**config.mk**
```make
export PLATFORM = sky130hd
export DESIGN_NAME = rwc_top
export DESIGN_NICKNAME = d
export VERILOG_FILES = /design/src/hw/rwc_top.v
export VERILOG_INCLUDE_DIRS = /design/src /design/src/hw
export SDC_FILE = /design/constraint.sdc
export NUM_CORES = 1
export LEC_CHECK = 0
export ABC_AREA = 1
export BUFFER_PORTS_ARGS = -buffer_cell sky130_fd_sc_hd__buf_2
export CAP_MARGIN = 20
export CORE_MARGIN = 3
export CORE_UTILIZATION = 61
export DETAILED_ROUTE_END_ITERATION = 10
export PLACE_DENSITY_LB_ADDON = 0.25
export SYNTH_ARGS = -nofsm -noshare
export SYNTH_HDL_FRONTEND = slang
export SYNTH_SLANG_ARGS = --single-unit
```
**constraint.sdc**
```tcl
create_clock -name pclk -period 2.2 [get_ports pclk]
set_clock_uncertainty 0.2 [all_clocks]
set_input_delay 0.11 -clock pclk [delete_from_list [all_inputs] [get_ports pclk]]
set_output_delay 0.11 -clock pclk [all_outputs]
set_load 0.03 [all_outputs]
```
**src/hw/rwc_defines.vh**
```
// offsets, fields, values and timing for the reset and wake control block
`ifndef RWC_DEFINES_VH
`define RWC_DEFINES_VH
// ==========================================
// register byte offsets
`define RWC_PWR_CTL 8'h00
`define RWC_INTERRUPT_STATUS_REG 8'h04
`define RWC_INT_EN 8'h08
`define RWC_HARDWARE_CONFIG_REG 8'h0C
`define RWC_BYTE_TST 8'h10
`define RWC_EEPROM_COMMAND_REG 8'h14
`define RWC_PHY_CTL 8'h18
`define RWC_PHY_STS 8'h1C
`define RWC_PHY_MODE 8'h20
`define RWC_PHY_INT 8'h24
`define RWC_PHY_MSK 8'h28
`define RWC_STRAP 8'h2C
// ==========================================
// power control fields
`define RWC_PC_READY 0
`define RWC_PC_PME_EN 1
`define RWC_PC_PULSE 3
`define RWC_PC_WSF_LO 4
`define RWC_PC_WSF_HI 5
`define RWC_PC_ENERGY_WAKE_ENABLE 8
`define RWC_PC_WF_EN 9
`define RWC_PC_PHY_RST 10
`define RWC_PC_PM_LO 12
`define RWC_PC_PM_HI 13
// other fields
`define RWC_IS_WAKE 0
`define RWC_HC_SOFT_RESET_BIT 0
`define RWC_E2P_BUSY 31
`define RWC_PHC_RST 15
`define RWC_PHC_PD 11
`define RWC_PHS_LINK 2
`define RWC_PHM_EDPD 13
`define RWC_PHM_EON 1
`define RWC_PHI_EON 1
// ==========================================
// values
`define RWC_WSF_FRAME 2'b10
`define RWC_WSF_ENERGY 2'b01
`define RWC_PM_D0 2'b00
`define RWC_PM_D1 2'b01
`define RWC_PM_D2 2'b10
`define RWC_BYTE_PAT 32'h1234_5678
// ==========================================
// timing
`define RWC_CLK_MHZ 100
`define RWC_POR_MS 22
`define RWC_PULSE_MS 50
`define RWC_WAKE_MS 2
`define RWC_SOFT_RESET_BIT_US 2
`define RWC_PHYRST_US 100
`define RWC_PIN_US 1
`define RWC_POR_CYC (`RWC_POR_MS * 1000 * `RWC_CLK_MHZ)
`define RWC_PULSE_CYC (`RWC_PULSE_MS * 1000 * `RWC_CLK_MHZ)
`define RWC_WAKE_CYC (`RWC_WAKE_MS * 1000 * `RWC_CLK_MHZ)
`define RWC_SOFT_RESET_BIT_CYC (`RWC_SOFT_RESET_BIT_US * `RWC_CLK_MHZ)
`define RWC_PHYRST_CYC (`RWC_PHYRST_US * `RWC_CLK_MHZ)
`define RWC_PIN_CYC (`RWC_PIN_US * `RWC_CLK_MHZ)
`endif

```
**src/hw/rwc_top.v**
```verilog
// reset sequencing, wake event and phy power control with apb registers
// What this block does
// [RULE_01] wake signal sets flag, enabled flag interrupts
// [RULE_02] flag holds while wake signal active
// [RULE_03] interrupt independent of pme enable and pin
// [RULE_04] pulse mode drives pin 50 ms
// [RULE_05] static mode drives pin until deactivated
// [RULE_06] pin drops on status, enable or pme clear
// [RULE_07] general power-down holds phy, release resets
// [RULE_08] energy mode powers down without line energy
// [RULE_09] no transmit while energy absent
// [RULE_10] energy return powers up, sets phy flag
// [RULE_11] por and pin reset clear everything
// [RULE_12] soft reset spares pll, phy, straps, retained
// [RULE_13] two phy soft resets touch phy only
// [RULE_14] eeprom busy after hard or soft reset
// [RULE_15] queued transmit held until link up
// [RULE_16] power-on hold 22 ms, then ready
// [RULE_17] pin reset clears ready until done
// [RULE_18] host treats 100 ms without ready as error
// [RULE_19] byte test wake sets ready within 2 ms
// [RULE_20] soft reset bit self-clears after 2 us
// [RULE_21] phy reset bit self-clears after 100 us
// [RULE_22] phy control reset bit self-clears when done
// [RULE_23] wake status 10b frame, 01b energy
// [RULE_24] in sleep only byte test write honoured
// [RULE_25] durations from counters with parameter counts
//
// The placing of the registers and the APB register port were decided locally.
`timescale 1ns/1ns
`include "rwc_defines.vh"

module rwc_top #(
  parameter CW = 23,
  parameter [22:0] POR_CYC = `RWC_POR_CYC,
  parameter [22:0] PULSE_CYC = `RWC_PULSE_CYC,
  parameter [22:0] WAKE_CYC = `RWC_WAKE_CYC,
  parameter [22:0] PHYRST_CYC = `RWC_PHYRST_CYC,
  parameter NSTRAP = 4
) (
  input wire pclk,
  input wire presetn,
  input wire psel,
  input wire penable,
  input wire pwrite,
  input wire [7:0] paddr,
  input wire [31:0] pwdata,
  output reg [31:0] prdata,
  output reg pready,
  output reg pslverr,
  input wire reset_pin_n,
  input wire line_energy_pin,
  input wire link_status_pin,
  input wire [NSTRAP-1:0] strap_pins,
  input wire wake_frame_det,
  input wire eeprom_done,
  output reg pme_pin,
  output reg host_irq,
  output reg pll_rst,
  output reg hbi_rst,
  output reg soft_reset_retained_rst,
  output reg mil_rst,
  output reg mac_rst,
  output reg phy_rst,
  output reg eeprom_reload,
  output reg phy_power_down,
  output reg phy_tx_en,
  output reg tx_hold
);

  localparam NPIN = NSTRAP + 3;
  localparam [22:0] SOFT_RESET_BIT_CYC = `RWC_SOFT_RESET_BIT_CYC;
  localparam [22:0] PIN_CYC = `RWC_PIN_CYC;

  // ==========================================
  // pin synchronisers
  wire [NPIN-1:0] pin_raw;
  reg [NPIN-1:0] s1;
  reg [NPIN-1:0] s2;
  reg [NPIN-1:0] s3;
  reg [NPIN-1:0] filt;
  assign pin_raw = {strap_pins, link_status_pin, line_energy_pin, reset_pin_n};

  genvar g;
  generate
    for (g = 0; g < NPIN; g = g + 1) begin : g_sync
      always @(posedge pclk or negedge presetn) begin
        if (!presetn) begin
          s1[g] <= 1'b1;
          s2[g] <= 1'b1;
          s3[g] <= 1'b1;
          filt[g] <= 1'b1;
        end else begin
          s1[g] <= pin_raw[g];
          s2[g] <= s1[g];
          s3[g] <= s2[g];
          if (s2[g] == s3[g]) begin
            filt[g] <= s3[g];
          end
        end
      end
    end
  endgenerate

  wire pin_n = filt[0];
  wire energy = filt[1];
  wire link = filt[2];
  wire [NSTRAP-1:0] straps = filt[NPIN-1:3];

  function is_mapped;
    input [7:0] a;
    begin
      if (a[1:0] != 2'b00) begin
        is_mapped = 1'b0;
      end else if (a <= `RWC_STRAP) begin
        is_mapped = 1'b1;
      end else begin
        is_mapped = 1'b0;
      end
    end
  endfunction

  // ==========================================
  // state
  reg [CW-1:0] hard_cnt;
  reg [CW-1:0] soft_reset_bit_cnt;
  reg [CW-1:0] phy_cnt;
  reg [CW-1:0] wake_cnt;
  reg [CW-1:0] pme_cnt;
  reg ready;
  reg pme_en;
  reg pulse_sel;
  reg [1:0] wsf;
  reg energy_wake_enable;
  reg wf_en;
  reg pc_phy_rst;
  reg [1:0] pm_mode;
  reg wake_flag;
  reg int_en;
  reg soft_reset_bit_bit;
  reg e2p_busy;
  reg phc_rst;
  reg phc_pd;
  reg edpd;
  reg phy_flag;
  reg phy_msk;
  reg [NSTRAP-1:0] strap_lat;
  reg wake_q;
  reg energy_q;

  wire hard_busy = (hard_cnt != {CW{1'b0}});
  wire sleep = (pm_mode != `RWC_PM_D0);
  wire wake_sig = (wsf[1] & wf_en) | (wsf[0] & energy_wake_enable);
  wire wake_evt = wake_sig & ~wake_q;
  wire wr = psel & penable & pwrite & pready;
  wire wr_ok = wr & (~sleep | (paddr == `RWC_BYTE_TST)); // [RULE_24]
  wire w_pc = wr_ok & (paddr == `RWC_PWR_CTL);
  wire w_is = wr_ok & (paddr == `RWC_INTERRUPT_STATUS_REG);
  wire w_hc = wr_ok & (paddr == `RWC_HARDWARE_CONFIG_REG);
  wire w_pcl = wr_ok & (paddr == `RWC_PHY_CTL);
  wire w_pm = wr_ok & (paddr == `RWC_PHY_MODE);
  wire w_pi = wr_ok & (paddr == `RWC_PHY_INT);
  wire phy_start = (w_pc & pwdata[`RWC_PC_PHY_RST]) | (w_pcl & pwdata[`RWC_PHC_RST]) |
                   (w_pcl & phc_pd & ~pwdata[`RWC_PHC_PD]);
  wire soft_reset_bit_start = w_hc & pwdata[`RWC_HC_SOFT_RESET_BIT];
  wire [1:0] wsf_set = {wake_frame_det & (pm_mode == `RWC_PM_D1),
                        energy & (pm_mode == `RWC_PM_D2)};

  // ==========================================
  // read mux
  reg [31:0] next_prdata;
  reg next_slverr;
  always @* begin
    next_prdata = 32'h0000_0000;
    next_slverr = ~is_mapped(paddr);
    if (sleep && paddr != `RWC_PWR_CTL) begin
      next_prdata = 32'h0000_0000;
    end else if (paddr == `RWC_PWR_CTL) begin
      next_prdata[`RWC_PC_READY] = ready;
      next_prdata[`RWC_PC_PME_EN] = pme_en;
      next_prdata[`RWC_PC_PULSE] = pulse_sel;
      next_prdata[`RWC_PC_WSF_HI:`RWC_PC_WSF_LO] = wsf;
      next_prdata[`RWC_PC_ENERGY_WAKE_ENABLE] = energy_wake_enable;
      next_prdata[`RWC_PC_WF_EN] = wf_en;
      next_prdata[`RWC_PC_PHY_RST] = pc_phy_rst;
      next_prdata[`RWC_PC_PM_HI:`RWC_PC_PM_LO] = pm_mode;
    end else if (paddr == `RWC_INTERRUPT_STATUS_REG) begin
      next_prdata[`RWC_IS_WAKE] = wake_flag;
    end else if (paddr == `RWC_INT_EN) begin
      next_prdata[`RWC_IS_WAKE] = int_en;
    end else if (paddr == `RWC_HARDWARE_CONFIG_REG) begin
      next_prdata[`RWC_HC_SOFT_RESET_BIT] = soft_reset_bit_bit;
    end else if (paddr == `RWC_BYTE_TST) begin
      next_prdata = `RWC_BYTE_PAT;
    end else if (paddr == `RWC_EEPROM_COMMAND_REG) begin
      next_prdata[`RWC_E2P_BUSY] = e2p_busy; // [RULE_14]
    end else if (paddr == `RWC_PHY_CTL) begin
      next_prdata[`RWC_PHC_RST] = phc_rst;
      next_prdata[`RWC_PHC_PD] = phc_pd;
    end else if (paddr == `RWC_PHY_STS) begin
      next_prdata[`RWC_PHS_LINK] = link;
    end else if (paddr == `RWC_PHY_MODE) begin
      next_prdata[`RWC_PHM_EDPD] = edpd;
      next_prdata[`RWC_PHM_EON] = energy;
    end else if (paddr == `RWC_PHY_INT) begin
      next_prdata[`RWC_PHI_EON] = phy_flag;
    end else if (paddr == `RWC_PHY_MSK) begin
      next_prdata[`RWC_PHI_EON] = phy_msk;
    end else if (paddr == `RWC_STRAP) begin
      next_prdata[NSTRAP-1:0] = strap_lat;
    end
  end

  // ==========================================
  // apb response
  always @(posedge pclk or negedge presetn) begin
    if (!presetn) begin
      prdata <= 32'h0000_0000;
      pslverr <= 1'b0;
      pready <= 1'b0;
    end else begin
      pready <= 1'b1;
      if (psel && !penable) begin
        prdata <= pwrite ? 32'h0000_0000 : next_prdata;
        pslverr <= next_slverr;
      end
    end
  end

  // ==========================================
  // control registers and sequencers
  task clear_all;
    begin
      soft_reset_bit_cnt <= {CW{1'b0}};
      phy_cnt <= {CW{1'b0}};
      wake_cnt <= {CW{1'b0}};
      pme_cnt <= {CW{1'b0}};
      pme_pin <= 1'b0;
      pme_en <= 1'b0;
      pulse_sel <= 1'b0;
      wsf <= 2'b00;
      energy_wake_enable <= 1'b0;
      wf_en <= 1'b0;
      pc_phy_rst <= 1'b0;
      pm_mode <= `RWC_PM_D0;
      wake_flag <= 1'b0;
      int_en <= 1'b0;
      soft_reset_bit_bit <= 1'b0;
      e2p_busy <= 1'b0;
      phc_rst <= 1'b0;
      phc_pd <= 1'b0;
      edpd <= 1'b0;
      phy_flag <= 1'b0;
      phy_msk <= 1'b0;
      wake_q <= 1'b0;
      energy_q <= 1'b0;
    end
  endtask

  always @(posedge pclk or negedge presetn) begin
    if (!presetn) begin
      hard_cnt <= POR_CYC; // [RULE_16]
      strap_lat <= {NSTRAP{1'b0}};
      eeprom_reload <= 1'b0;
      tx_hold <= 1'b1;
      clear_all;
    end else if (!pin_n) begin
      hard_cnt <= PIN_CYC; // [RULE_17]
      eeprom_reload <= 1'b0;
      tx_hold <= 1'b1;
      clear_all; // [RULE_11]
    end else if (hard_busy) begin
      hard_cnt <= hard_cnt - 1'b1;
      eeprom_reload <= 1'b0;
      if (hard_cnt == 1) begin
        strap_lat <= straps; // [RULE_11]
        eeprom_reload <= 1'b1;
        e2p_busy <= 1'b1; // [RULE_14]
        phy_cnt <= PHYRST_CYC;
      end
    end else begin
      eeprom_reload <= soft_reset_bit_start; // [RULE_12]
      wake_q <= wake_sig;
      energy_q <= energy;
      // eeprom busy, set wins over done
      if (soft_reset_bit_start) begin
        e2p_busy <= 1'b1; // [RULE_14]
      end else if (eeprom_done) begin
        e2p_busy <= 1'b0;
      end
      // power control writes
      if (w_pc) begin
        pme_en <= pwdata[`RWC_PC_PME_EN];
        pulse_sel <= pwdata[`RWC_PC_PULSE];
        energy_wake_enable <= pwdata[`RWC_PC_ENERGY_WAKE_ENABLE];
        wf_en <= pwdata[`RWC_PC_WF_EN];
        pm_mode <= pwdata[`RWC_PC_PM_HI:`RWC_PC_PM_LO];
      end else if (wr_ok && sleep && paddr == `RWC_BYTE_TST) begin
        pm_mode <= `RWC_PM_D0; // [RULE_24]
        wake_cnt <= WAKE_CYC; // [RULE_19]
      end else if (wake_cnt != {CW{1'b0}}) begin
        wake_cnt <= wake_cnt - 1'b1; // [RULE_25]
      end
      // wake status: write one clears, detection wins
      if (w_pc) begin
        wsf <= (wsf & ~pwdata[`RWC_PC_WSF_HI:`RWC_PC_WSF_LO]) | wsf_set; // [RULE_23]
      end else begin
        wsf <= wsf | wsf_set; // [RULE_23]
      end
      // wake flag held while wake signal active
      if (wake_sig) begin
        wake_flag <= 1'b1; // [RULE_01]
      end else if (w_is && pwdata[`RWC_IS_WAKE]) begin
        wake_flag <= 1'b0; // [RULE_02]
      end
      // external event pin
      if (!wake_sig || !pme_en) begin
        pme_pin <= 1'b0; // [RULE_06]
        pme_cnt <= {CW{1'b0}};
      end else if (wake_evt) begin
        pme_pin <= 1'b1; // [RULE_05]
        pme_cnt <= pulse_sel ? PULSE_CYC : {CW{1'b0}}; // [RULE_04]
      end else if (pme_cnt != {CW{1'b0}}) begin
        pme_cnt <= pme_cnt - 1'b1; // [RULE_25]
        if (pme_cnt == 1) begin
          pme_pin <= 1'b0; // [RULE_04]
        end
      end
      // soft reset
      if (soft_reset_bit_start) begin
        soft_reset_bit_bit <= 1'b1; // [RULE_20]
        soft_reset_bit_cnt <= SOFT_RESET_BIT_CYC;
        int_en <= 1'b0; // [RULE_12]
      end else begin
        if (wr_ok && paddr == `RWC_INT_EN) begin
          int_en <= pwdata[`RWC_IS_WAKE];
        end
        if (soft_reset_bit_cnt != {CW{1'b0}}) begin
          soft_reset_bit_cnt <= soft_reset_bit_cnt - 1'b1;
          if (soft_reset_bit_cnt == 1) begin
            soft_reset_bit_bit <= 1'b0; // [RULE_20]
          end
        end
      end
      // phy control and soft resets
      if (w_pcl) begin
        phc_pd <= pwdata[`RWC_PHC_PD]; // [RULE_07]
      end
      if (w_pm) begin
        edpd <= pwdata[`RWC_PHM_EDPD]; // [RULE_08]
      end
      if (wr_ok && paddr == `RWC_PHY_MSK) begin
        phy_msk <= pwdata[`RWC_PHI_EON];
      end
      if (edpd && energy && !energy_q) begin
        phy_flag <= 1'b1; // [RULE_10]
      end else if (w_pi && pwdata[`RWC_PHI_EON]) begin
        phy_flag <= 1'b0;
      end
      if (phy_start) begin
        phy_cnt <= PHYRST_CYC; // [RULE_13]
        pc_phy_rst <= w_pc & pwdata[`RWC_PC_PHY_RST]; // [RULE_21]
        phc_rst <= w_pcl & pwdata[`RWC_PHC_RST]; // [RULE_22]
      end else if (phy_cnt != {CW{1'b0}}) begin
        phy_cnt <= phy_cnt - 1'b1; // [RULE_25]
        if (phy_cnt == 1) begin
          pc_phy_rst <= 1'b0; // [RULE_21]
          phc_rst <= 1'b0; // [RULE_22]
        end
      end
      // transmit hold after any phy reset
      if (phy_start) begin
        tx_hold <= 1'b1; // [RULE_15]
      end else if (link && phy_cnt == {CW{1'b0}}) begin
        tx_hold <= 1'b0; // [RULE_15]
      end
    end
  end

  // ==========================================
  // registered reset, power and status outputs
  always @(posedge pclk or negedge presetn) begin
    if (!presetn) begin
      ready <= 1'b0;
      host_irq <= 1'b0;
      pll_rst <= 1'b1;
      hbi_rst <= 1'b1;
      soft_reset_retained_rst <= 1'b1;
      mil_rst <= 1'b1;
      mac_rst <= 1'b1;
      phy_rst <= 1'b1;
      phy_power_down <= 1'b0;
      phy_tx_en <= 1'b0;
    end else begin
      ready <= pin_n & ~hard_busy & ~sleep & (wake_cnt == {CW{1'b0}}); // [RULE_16]
      host_irq <= (wake_flag & int_en) | (phy_flag & phy_msk); // [RULE_03]
      pll_rst <= ~pin_n | hard_busy; // [RULE_11]
      soft_reset_retained_rst <= ~pin_n | hard_busy;
      hbi_rst <= ~pin_n | hard_busy | soft_reset_bit_bit; // [RULE_12]
      mil_rst <= ~pin_n | hard_busy | soft_reset_bit_bit;
      mac_rst <= ~pin_n | hard_busy | soft_reset_bit_bit;
      phy_rst <= ~pin_n | hard_busy | (phy_cnt != {CW{1'b0}}); // [RULE_13]
      phy_power_down <= phc_pd | (edpd & ~energy); // [RULE_08]
      phy_tx_en <= pin_n & ~hard_busy & ~phc_pd & ~(edpd & ~energy) &
                   (phy_cnt == {CW{1'b0}}); // [RULE_09]
    end
  end

endmodule // rwc_top

```
Word-level counts from Yosys, hierarchy flattened
Cells that the tools add are included.
Storage, ports and cells
  flip-flop bits (word level): 211
  bits in latches: 0
  memory bits (writable): 0
  bits in read-only memories: 0
  bits of input ports: 54
  output and inout bits: 46
  logic and storage cells: 372
  memories: 0
Operators by class
  $add $sub $neg: 5
  multiply operators: 0
  divide/modulo/power cells: 0
  magnitude comparators: 1
  eq/ne operators: 46
  shifts and indexed selects: 0
  multiplexer cells: 159
  bitwise logic cells: 51
  reduce and logical (&&, ||, !) cells: 45
Operators with widths (count)
  two-way mux 23 bit: 22
  nonzero test 23 bit: 5
  subtractor 23 x 1 -> 23 bit (second input constant): 5
  two-way mux 1 bit: 97
  two-way mux 31 bit: 3
  == test 23 x 1 -> 1 bit (second input constant): 4
  two-way mux 32 bit: 2
  two-way mux 4 bit: 16
  zero test 23 bit: 2
  == test 8 x 5 -> 1 bit (second input constant): 4
  == test 8 x 6 -> 1 bit (second input constant): 4
  != test 3 x 1 -> 1 bit (second input constant): 10
  bitwise AND 1 bit: 29
  two-way mux 2 bit: 14
  AND reduction 2 bit: 13
  two-way mux 18 bit: 1
  == test 8 x 4 -> 1 bit (second input constant): 2
  AND reduction 3 bit: 5
  two-way mux 13 bit: 1
  != test 4 x 1 -> 1 bit (second input constant): 3
  logical AND 1 bit: 11
  != test 2 x 1 -> 1 bit (second input constant): 5
  NOT 1 bit: 9
  OR 1 bit: 9
  18 further kinds: 31

Longest topological paths before layout
Gate-level depths: netlist (run 1).
  depth after elaboration: 27
  mapped depth: 14
  gate-level depth less buffers: 14

Least setup slack after synthesis (run 1)
No wires, ideal clock.
  path kind: flip-flop to flip-flop
  start point: register phy_cnt[0]
  end point: register phy_cnt[11]
  library setup time: 0.117 ns
  data arrival time: 1.712 ns
  data required time: 1.883 ns
  setup slack: 0.170 ns
  stages on the path, launching flop included: 13
  buffers on the path: 1
  cells stage by stage: dfrtp_1 > inv_1 > ha_1 > nand2_2 > nor2_4 > nand3b_2 > nor2_4 > nand3b_1 > nand2_2 > nand2_4 > buf_6 > nand3_1 > nand2_1
Between the ends
  cells in the longest elaborated chain, start to end: 5
RTL lines
  start: declaration: RTL line rwc_top.v:127  | reg [CW-1:0] phy_cnt;
  start signal: assignment: RTL line rwc_top.v:365  | phy_cnt <= phy_cnt - 1'b1;
  subtractor 23 x 1 -> 23 bit: RTL line rwc_top.v:365
  two-way mux 23 bit: RTL line rwc_top.v:364  | end else if (phy_cnt != {CW{1'b0}}) begin
  two-way mux 23 bit: RTL line rwc_top.v:360  | if (phy_start) begin
  two-way mux 23 bit: RTL line rwc_top.v:272  | end else if (hard_busy) begin
  two-way mux 23 bit: RTL line rwc_top.v:267  | end else if (!pin_n) begin
Several ways; a longest one is shown, not always the timed one. The select of a mux whose other input is x is not followed.
A chain may end at the register's enable or synchronous reset.

Worst setup path in the final report (run 1)
  start point: register phy_cnt[16]
  end point: register phy_cnt[7]
Between the ends
  cells in the longest elaborated chain, start to end: 3
RTL lines (RTL line)
  nonzero test 23 bit: rwc_top.v:364
  != test 4 x 1 -> 1 bit (no source line)
  AND reduction 2 bit (no source line)
Every way passes these cells.

==> results.cfg, run 1 <==
[power]
vdd_ir_drop_max_mv = 0.853
power.leakage_nw = 7.13
p_per_area_mw_per_mm2 = 904

[floorplan]
initial_core_util_pct = 62.5
fp.dieW_um = 142
io-pin-count = 100
core_sq_mm = 0.0181
row_count = 49
die_area_sq_mm = 0.0202
die_h_um = 142

[run_status]
violations = negative setup slack
run_status = finished, violations left

[layout]
area_delta_synth_final_pct = 24.6
regArea_sq_mm = 0.00490
fin_nets = 1759
multi_input_area_sq_mm = 0.00594
fill_cells = 1170
drive_gt1_share_pct = 23.9
final_util_pct = 77.9

[timing]
grt_setup_unrepaired = true
drv_slew = 0
hold_viol = 0
fmax_mhz = 440
worst_slack_ps = -72.6
tightestPinTransition_ps = 798
setup_viol = 17
period_share_pct = 103
relSlewSlack_pct = 46.8
post-route-min-period_ps = 2270
timing.setup.tns_ps = -533

[clock_network]
htreeDepth = 4
insertion_delay_ps = 450
clockRootBuffer = clkbuf_16
clk_pin_slew_ps = 70
cts_num_sinks = 194
clockBufferDepth = 2
cts_tree = built
cts_inserted_buffers = 17

[detailed_routing]
route.antenna.remaining_nets = 0
drtIter0Drc = 1138
first_pass_iters = 8
wl_mm = 34.1
vias = 11301
wl_per_cell_um = 17.6
via_per_inst = 5.83
drc_errors = 0

[critical_path]
timing_worst_setup_path_type = flip-flop to flip-flop
critical_path.max_fanout = 6
cp.required_ps = 2330
r2r_cells = 8
crit_arrival_ps = 2410
end_kind = flip-flop
crit_path_start_kind = flip-flop

[yosys]
synthArstFlopShare_pct = 100
syn_inst = 1501
synth.top_cells.by_area = dfrtp_1, nand2_1, dfstp_2
synth_commonest_cells = nand2_1, nor2_1, dfrtp_1, inv_1, nand3_1
post_synth.cell_area_avg_sq_um = 7.53
syn-cell-area_sq_mm = 0.0113
synth_seq_area_share_pct = 43.4
yosysMostFrequentCell = nand2_1
synth_top_cell_by_area = dfrtp_1
synth_edf_count = 0
ys_ff_latch = 194
synth_ff_type = dfrtp_1
ys_types = 55
ys_warn_count = 0
synth_top_area_share_pct = 34.3

[global_routing]
grt_pass1_wl_mm = 49.8
first_global_vias = 10246
track_usage_pct = 30.6
grt-ovfl-total = 0
grt_max_degree = 133
antenna_found_initial = 1

[worst_hold_path]
min_path_type = input port to asynchronous set/reset pin

[place]
dp_hpwl_mm = 21.2
gp_congestion = 0.928
portBuffers = 68

[job]
drv_cap = 0
==> cells in the final DEF (no fill, tap or decap), drive strengths merged, types with 9 or more instances in the layout <==
cell type    instances
a21oi               28
buf                181
clkbuf              21
clkinv               9
conb                12
dfrtp              155
dfstp               39
dlygate4sd3         31
ha                   9
inv                166
nand2              400
nand3              120
nand4               39
nor2               226
nor3                46
o21ai              106
xnor2               10
xor2                37
==> worst max-delay path, stage by stage, from the launching register on <==
cell and delay (ps):
dfrtp_1 450, nor2_1 240, nand4_1 290, nand3b_1 400, nand2_8 210, buf_4 140, nand2_4 70, nand3_1 100
nand2_1 70
==> registers in the layout, indices dropped and copies added (netlist names), 4 cells and up <==
name and flops:
phy_cnt 23, soft_reset_bit_cnt 23, wake_cnt 23, hard_cnt 23, filt 4, s1 7, pme_cnt 23, prdata 15
s2 7, strap_lat 4, s3 7
==> kinds of logic after synthesis <==
kind of cell / Yosys count / share of synthesized area [%]
fa+ha+maj: 16 / 1.62
flops: 194 / 43.4
compound gates: 166 / 8.35
xor+xnor: 47 / 3.64
other cells: 2 / 0.0664
simple gates: 852 / 33.9
buf+inv: 219 / 8.57
mux: 5 / 0.498
==> layout make-up <==
class	instances	share of cell area, %
Clock buffer	18	3.12
Timing Repair Buffer	215	12.0
Multi-Input combinational cell	1103	42.2
Inverter	163	4.54
Timing Repair inverter	2	0.133
Antenna cell	2	0.0355
Clock inverter	14	1.15
Tap cell	229	2.03
Sequential cell	194	34.8
==> per-layer routing <==
metal	global-route usage (%)	vias to the layer above	part of all wire (%)
met5	0	-	0
met4	13.8	0	5.0
met3	5.24	155	8.1
met2	50.1	627	48
met1	40.0	5283	38
li1	-	5236	-
==> through the flow <==
| step | area [sq um] | cells | power [mW] | hold WS (ps) | worst slack (ps) |
|---|---|---|---|---|---|
| floorplan | 11300 | 1511 | 7.71 | -386 | 170 |
| global placement | 12300 | 1834 | 8.72 | -49.9 | -25.0 |
| detailed placement | 12300 | 1834 | 8.84 | -50.1 | -122 |
| CTS | 13300 | 1900 | 12.1 | 9.83 | -17.7 |
| global route | 14100 | 1939 | 13.5 | 66.6 | -127 |
| finish | 14100 | 1940 | 12.7 | 50.8 | -72.6 |
==> path summary, 6_finish.rpt <==
| check | from | to | slack [ps] |
|---|---|---|---|
| setup / recovery | phy_cnt[16] | phy_cnt[7] | -70 |
| hold reg to reg | s1[3] | s2[3] | 160 |
| max in group asynchronous | presetn | wake_cnt[19] | 1050 |
| hold / removal | presetn | wake_cnt[7] | 50 |
| min in group pclk | penable | prdata[8] | 60 |
| setup reg to reg | phy_cnt[16] | phy_cnt[7] | -70 |
==> report_power, final <==
part	internal, mW	switching, mW
clock	1.56	1.61
sequential	4.01	0.518
combinational	1.86	3.17
total	7.44	5.29
==> timing repair <==
item,in CTS,in global routing
endpoints found under the setup margin,26,115
endpoints found under the hold margin,201,1
pin swaps,2,42
hold buffers,31,1
cloned,3,7
buffers inserted,0,31
gates resized for setup,11,111
(Power assumes the default switching activity.)
==> run 2: changes to the inputs <==
CORE_UTILIZATION = 50   (was 61)
RECOVER_POWER = 50   (was default)
==> results.cfg, run 2 (synthesis results as in run 1) <==
[run_status]
run_status = finished clean

[detailed_routing]
vias = 10671
drc_errors = 0
first_pass_iters = 6
route.antenna.remaining_nets = 0
drtIter0Drc = 740
via_per_inst = 5.35
wl_mm = 31.1
wl_per_cell_um = 15.6

[power]
share_comb_of_total_power_pct = 38.6
switching_power_mw = 5.17
power.share.switching_pct = 41.0
p_total_mw = 12.6
p_per_area_mw_per_mm2 = 895
p_seq_share_pct = 35.5
pwr-share-clk_pct = 25.9
internal_power_mw = 7.45
vdd_ir_drop_max_mv = 0.678
power.leakage_nw = 7.09

[clock_network]
cts_num_sinks = 194
clk_pin_slew_ps = 80
htreeDepth = 4
cts_tree = built
insertion_delay_ps = 450
cts_inserted_buffers = 17
clockBufferDepth = 2
clockRootBuffer = clkbuf_16

[timing]
timing.hold.ws_ps = 18.0
worst_slack_ps = 52.6
setup_viol = 0
fmax_mhz = 466
timing.setup.tns_ps = 0
hold_viol = 0
grt_setup_unrepaired = true
post-route-min-period_ps = 2150
period_share_pct = 97.6
tightestPinTransition_ps = 1350
relSlewSlack_pct = 10.1
drv_slew = 0

[place]
place_area_sq_mm = 0.0125
post-place-ws_ps = -21.9
gp_congestion = 0.913
dp_cells = 1902
portBuffers = 68
dp_hpwl_mm = 21.4

[critical_path]
timing_worst_setup_path_type = flip-flop to flip-flop
crit_path_start_kind = flip-flop
cp.required_ps = 2360
critical_path.max_fanout = 3
end_kind = flip-flop
crit_arrival_ps = 2310

[layout]
final_cell_mix = nand2_1, nor2_1, dfrtp_1
area_delta_synth_final_pct = 24.7
final_util_pct = 64.0
fill_cells = 1871
final_common_cell = nand2_1
drive_gt1_share_pct = 23.2
final_area_sq_mm = 0.0141
fin_nets = 1764
final_cells = 1995

[global_routing]
grt_max_degree = 56
track_usage_pct = 24.6
first_global_vias = 10164
antenna_found_initial = 0
grt_pass1_wl_mm = 49.1
grt-ovfl-total = 0

[worst_hold_path]
min_path_type = input port to flip-flop

[floorplan]
die_area_sq_mm = 0.0244
row_count = 54
initial_core_util_pct = 51.3
io-pin-count = 100
core_sq_mm = 0.0220
die_h_um = 156
fp.dieW_um = 156

[job]
drv_cap = 0
[run 2: cell count changes in the layout (fill, tap and decap cells not counted), moves of 4 or more]
cell	before	now
nand2_1	368	372
nor2_1	183	187
buf_4	100	108
dfstp_1	0	11
nand2_8	5	1
dfstp_2	39	28
nand3_2	13	20
nand3_1	102	93
[run 2: layout make-up]
type | instances | area [sq um] | area share, %
clock buffers | 17 | 425 | 3.02
well taps | 280 | 350 | 2.49
flip-flops and latches | 194 | 4900 | 34.8
diodes | 1 | 2.50 | 0.0178
repair inverters | 1 | 7.51 | 0.0533
multi-input cells | 1101 | 5850 | 41.5
repair buffers | 223 | 1720 | 12.2
inverters | 163 | 632 | 4.48
clock inverters | 15 | 206 | 1.47
[run 2: what timing repair did]
action / CTS / global route
hold endpoints to repair: 195 / 0
endpoints found under the setup margin: 30 / 110
setup buffers: 2 / 21
hold buffers: 33 / 0
gates cloned: 0 / 5
pin swaps: 5 / 33
gates resized for setup: 11 / 92
[run 2: per-layer routing]
layer	vias up	part of all wire, %	track usage, %
met5	-	0	0
met4	0	3.0	9.75
met3	61	5.2	3.87
met2	306	49	41.5
met1	5069	43	31.8
li1	5235	-	-
[run 2: final timing paths]
path                                   from      endpoint  slack [ps]  cells after the start
worst max register to register  hard_cnt[1]       phy_msk          50                     11
worst min-delay path               paddr[0]          edpd          20                      5
worst min register to register        s1[5]         s2[5]         160                      0
min in group asynchronous           presetn  wake_cnt[11]         310                      2
worst max-delay path            hard_cnt[1]       phy_msk          50                     11
max in group asynchronous           presetn         pin_n         330                      3
[run 2: power groups by stage]
stage | sequential (mW) | clock (mW) | combinational [mW]
finish | 4.48 | 3.27 | 4.87
global route | 4.54 | 3.45 | 5.46
CTS | 4.45 | 3.31 | 4.54
detailed placement | 4.50 | 0 | 4.43
global placement | 4.50 | 0 | 4.34
floorplan | 4.42 | 0 | 3.29
[run 2: critical path, stage by stage, from the launching register on]
cell     delay, ps
dfrtp_1        390
inv_2           80
ha_4           150
nand2_4         60
buf_4          140
inv_1           60
nand2_1         70
nor3_2         200
nand3_2        200
nor3_1         290
a21oi_1         80
a21oi_1        140
==> run 3: changes to the inputs <==
--- a/config.mk
+++ b/config.mk
@@ -10,9 +10,12 @@
 export BUFFER_PORTS_ARGS = -buffer_cell sky130_fd_sc_hd__buf_2
 export CAP_MARGIN = 20
+export CELL_PAD_IN_SITES_DETAIL_PLACEMENT = 1
+export CELL_PAD_IN_SITES_GLOBAL_PLACEMENT = 1
 export CORE_MARGIN = 3
-export CORE_UTILIZATION = 50
+export CORE_UTILIZATION = 45
 export DETAILED_ROUTE_END_ITERATION = 10
 export PLACE_DENSITY_LB_ADDON = 0.25
 export RECOVER_POWER = 50
+export SLEW_MARGIN = 20
 export SYNTH_ARGS = -nofsm -noshare
 export SYNTH_HDL_FRONTEND = slang
--- a/constraint.sdc
+++ b/constraint.sdc
@@ -3,3 +3,3 @@
 set_input_delay 0.11 -clock pclk [delete_from_list [all_inputs] [get_ports pclk]]
 set_output_delay 0.11 -clock pclk [all_outputs]
-set_load 0.03 [all_outputs]
+set_load 0.02 [all_outputs]
==> results.cfg, run 3 (synthesis results as in run 1) <==
[critical_path]
crit_path_start_kind = flip-flop
rrSetupSlack_ps = -190
critical-path-max-stage-delay_ps = 440
cp.required_ps = 2360
end_kind = flip-flop
crit_chain = nor2_2 -> nand2_4 -> inv_1 -> nand2_2 -> nor3_4 -> nand3_2 -> buf_4 -> nor3_2 -> a21oi_1 -> a21oi_1
timing_worst_setup_path_type = flip-flop to flip-flop
slowest_stage = dfrtp_1
crit_top_cell = a21oi_1
crit_arrival_ps = 2550
critical_path.max_fanout = 3

[power]
vdd_ir_drop_max_mv = 0.635
power.leakage_nw = 7.26
p_total_mw = 13.7
p_per_area_mw_per_mm2 = 947

[layout]
drive_gt1_share_pct = 24.2
final_cell_mix = nand2_1, nor2_1, dfrtp_1
num_antenna_cells = 0
final_cells = 2067
fin_nets = 1793
final_util_pct = 58.9
final_common_cell = nand2_1
area_delta_synth_final_pct = 27.9

[timing]
setup_viol = 23
worst_slack_ps = -191
period_share_pct = 109
hold_viol = 0
fmax_mhz = 418
post-route-min-period_ps = 2390
tightestPinTransition_ps = 516
grt_setup_unrepaired = true
drv_slew = 0
relSlewSlack_pct = 65.3

[detailed_routing]
first_pass_iters = 7
vias = 11988
drtIter0Drc = 958
wl_per_cell_um = 21.6
wl_mm = 44.7
via_per_inst = 5.80
route.antenna.remaining_nets = 0
drc_errors = 0

[global_routing]
track_usage_pct = 28.8
grt-ovfl-total = 0
grt_pass1_wl_mm = 61.8
first_global_vias = 11957
antenna_found_initial = 0
grt_max_degree = 41

[clock_network]
clk_pin_slew_ps = 90
insertion_delay_ps = 470
cts_tree = built
cts_num_sinks = 194
clockBufferDepth = 2
clockRootBuffer = clkbuf_16
cts_inserted_buffers = 17
htreeDepth = 4

[worst_hold_path]
min_path_type = input port to flip-flop

[job]
drv_cap = 0

[floorplan]
die_area_sq_mm = 0.0271
initial_core_util_pct = 46.1
row_count = 57
fp.dieW_um = 164
io-pin-count = 100
core_sq_mm = 0.0245
die_h_um = 164

[run_status]
violations = negative setup slack
run_status = finished, violations left

[place]
gp_congestion = 0.897
portBuffers = 68
dp_cells = 1959
dp_hpwl_mm = 27.1
[run 3: changes by cell type in the layout (fill, tap and decap cells not counted), sizes merged]
| cell | delta |
|---|---|
| buf | +17 |
| clkbuf | +11 |
| inv | +5 |
| clkinv | -3 |
| clkinvlp | -3 |
| diode | -1 |
| dlymetal6s4s | +1 |
| nand2 | +1 |
[run 3: timing repair]
action | CTS | global route
endpoints found under the hold margin | 193 | 0
gates resized for setup | 28 | 82
cloned | 1 | 6
buffers inserted | 3 | 33
setup endpoints to repair | 82 | 121
hold buffers | 33 | 0
pin swaps | 11 | 21
[run 3: worst max-delay path: cells and delay by family, from the launching register on]
family	cells	cell delay [ps]
AO/OA/AOI/OAI	2	390
buffers and inverters	2	300
flip-flops	1	440
AND/OR/NAND/NOR	6	970
[run 3: power by group]
group	switching [mW]	internal (mW)	leakage [nW]	total, mW
Combinational	3.61	2.10	4.45	5.72
Sequential	0.568	4.01	2.50	4.58
Clock	1.82	1.58	0.302	3.39
Total	6.00	7.69	7.26	13.7
[run 3: area by class of cell]
class	count	area (sq um)
fillers	3031	10100
flip-flops and latches	194	4910
clock inverters	15	199
multi-input cells	1102	5890
well taps	324	405
inverters	163	619
repair buffers	252	2010
clock buffers	17	425
[run 3: worst paths after layout]
path / start / endpoint / cells after the start
setup / recovery: hard_cnt[3] / phy_msk / 10
hold / removal: penable / prdata[8] / 5
setup reg to reg: hard_cnt[3] / phy_msk / 10
hold reg to reg: s1[4] / s2[4] / 0
max in group asynchronous: presetn / wake_cnt[7] / 4
min in group asynchronous: presetn / wake_cnt[15] / 3
[run 3: layer usage]
| metal | global-route usage (%) | wire (um) | share of wire [%] |
|---|---|---|---|
| met5 | 0 | 0 | 0 |
| met4 | 10.6 | 2050 | 4.6 |
| met3 | 4.19 | 2340 | 5.2 |
| met2 | 51.5 | 22500 | 50 |
| met1 | 35.2 | 17900 | 40 |
[run 3: stage by stage]
| step | cell area (sq um) | setup TNS (ps) | setup slack, ps | hold WS, ps |
|---|---|---|---|---|
| after floorplan | 11300 | 0 | 170 | -386 |
| after global placement | 12700 | 0 | 13.5 | -86.4 |
| after detailed placement | 12700 | -2190 | -161 | -91.7 |
| after CTS | 13800 | 0 | 1.82 | 6.79 |
| after global routing | 14500 | -5260 | -227 | 64.6 |
| final | 14500 | -721 | -191 | 35.9 |
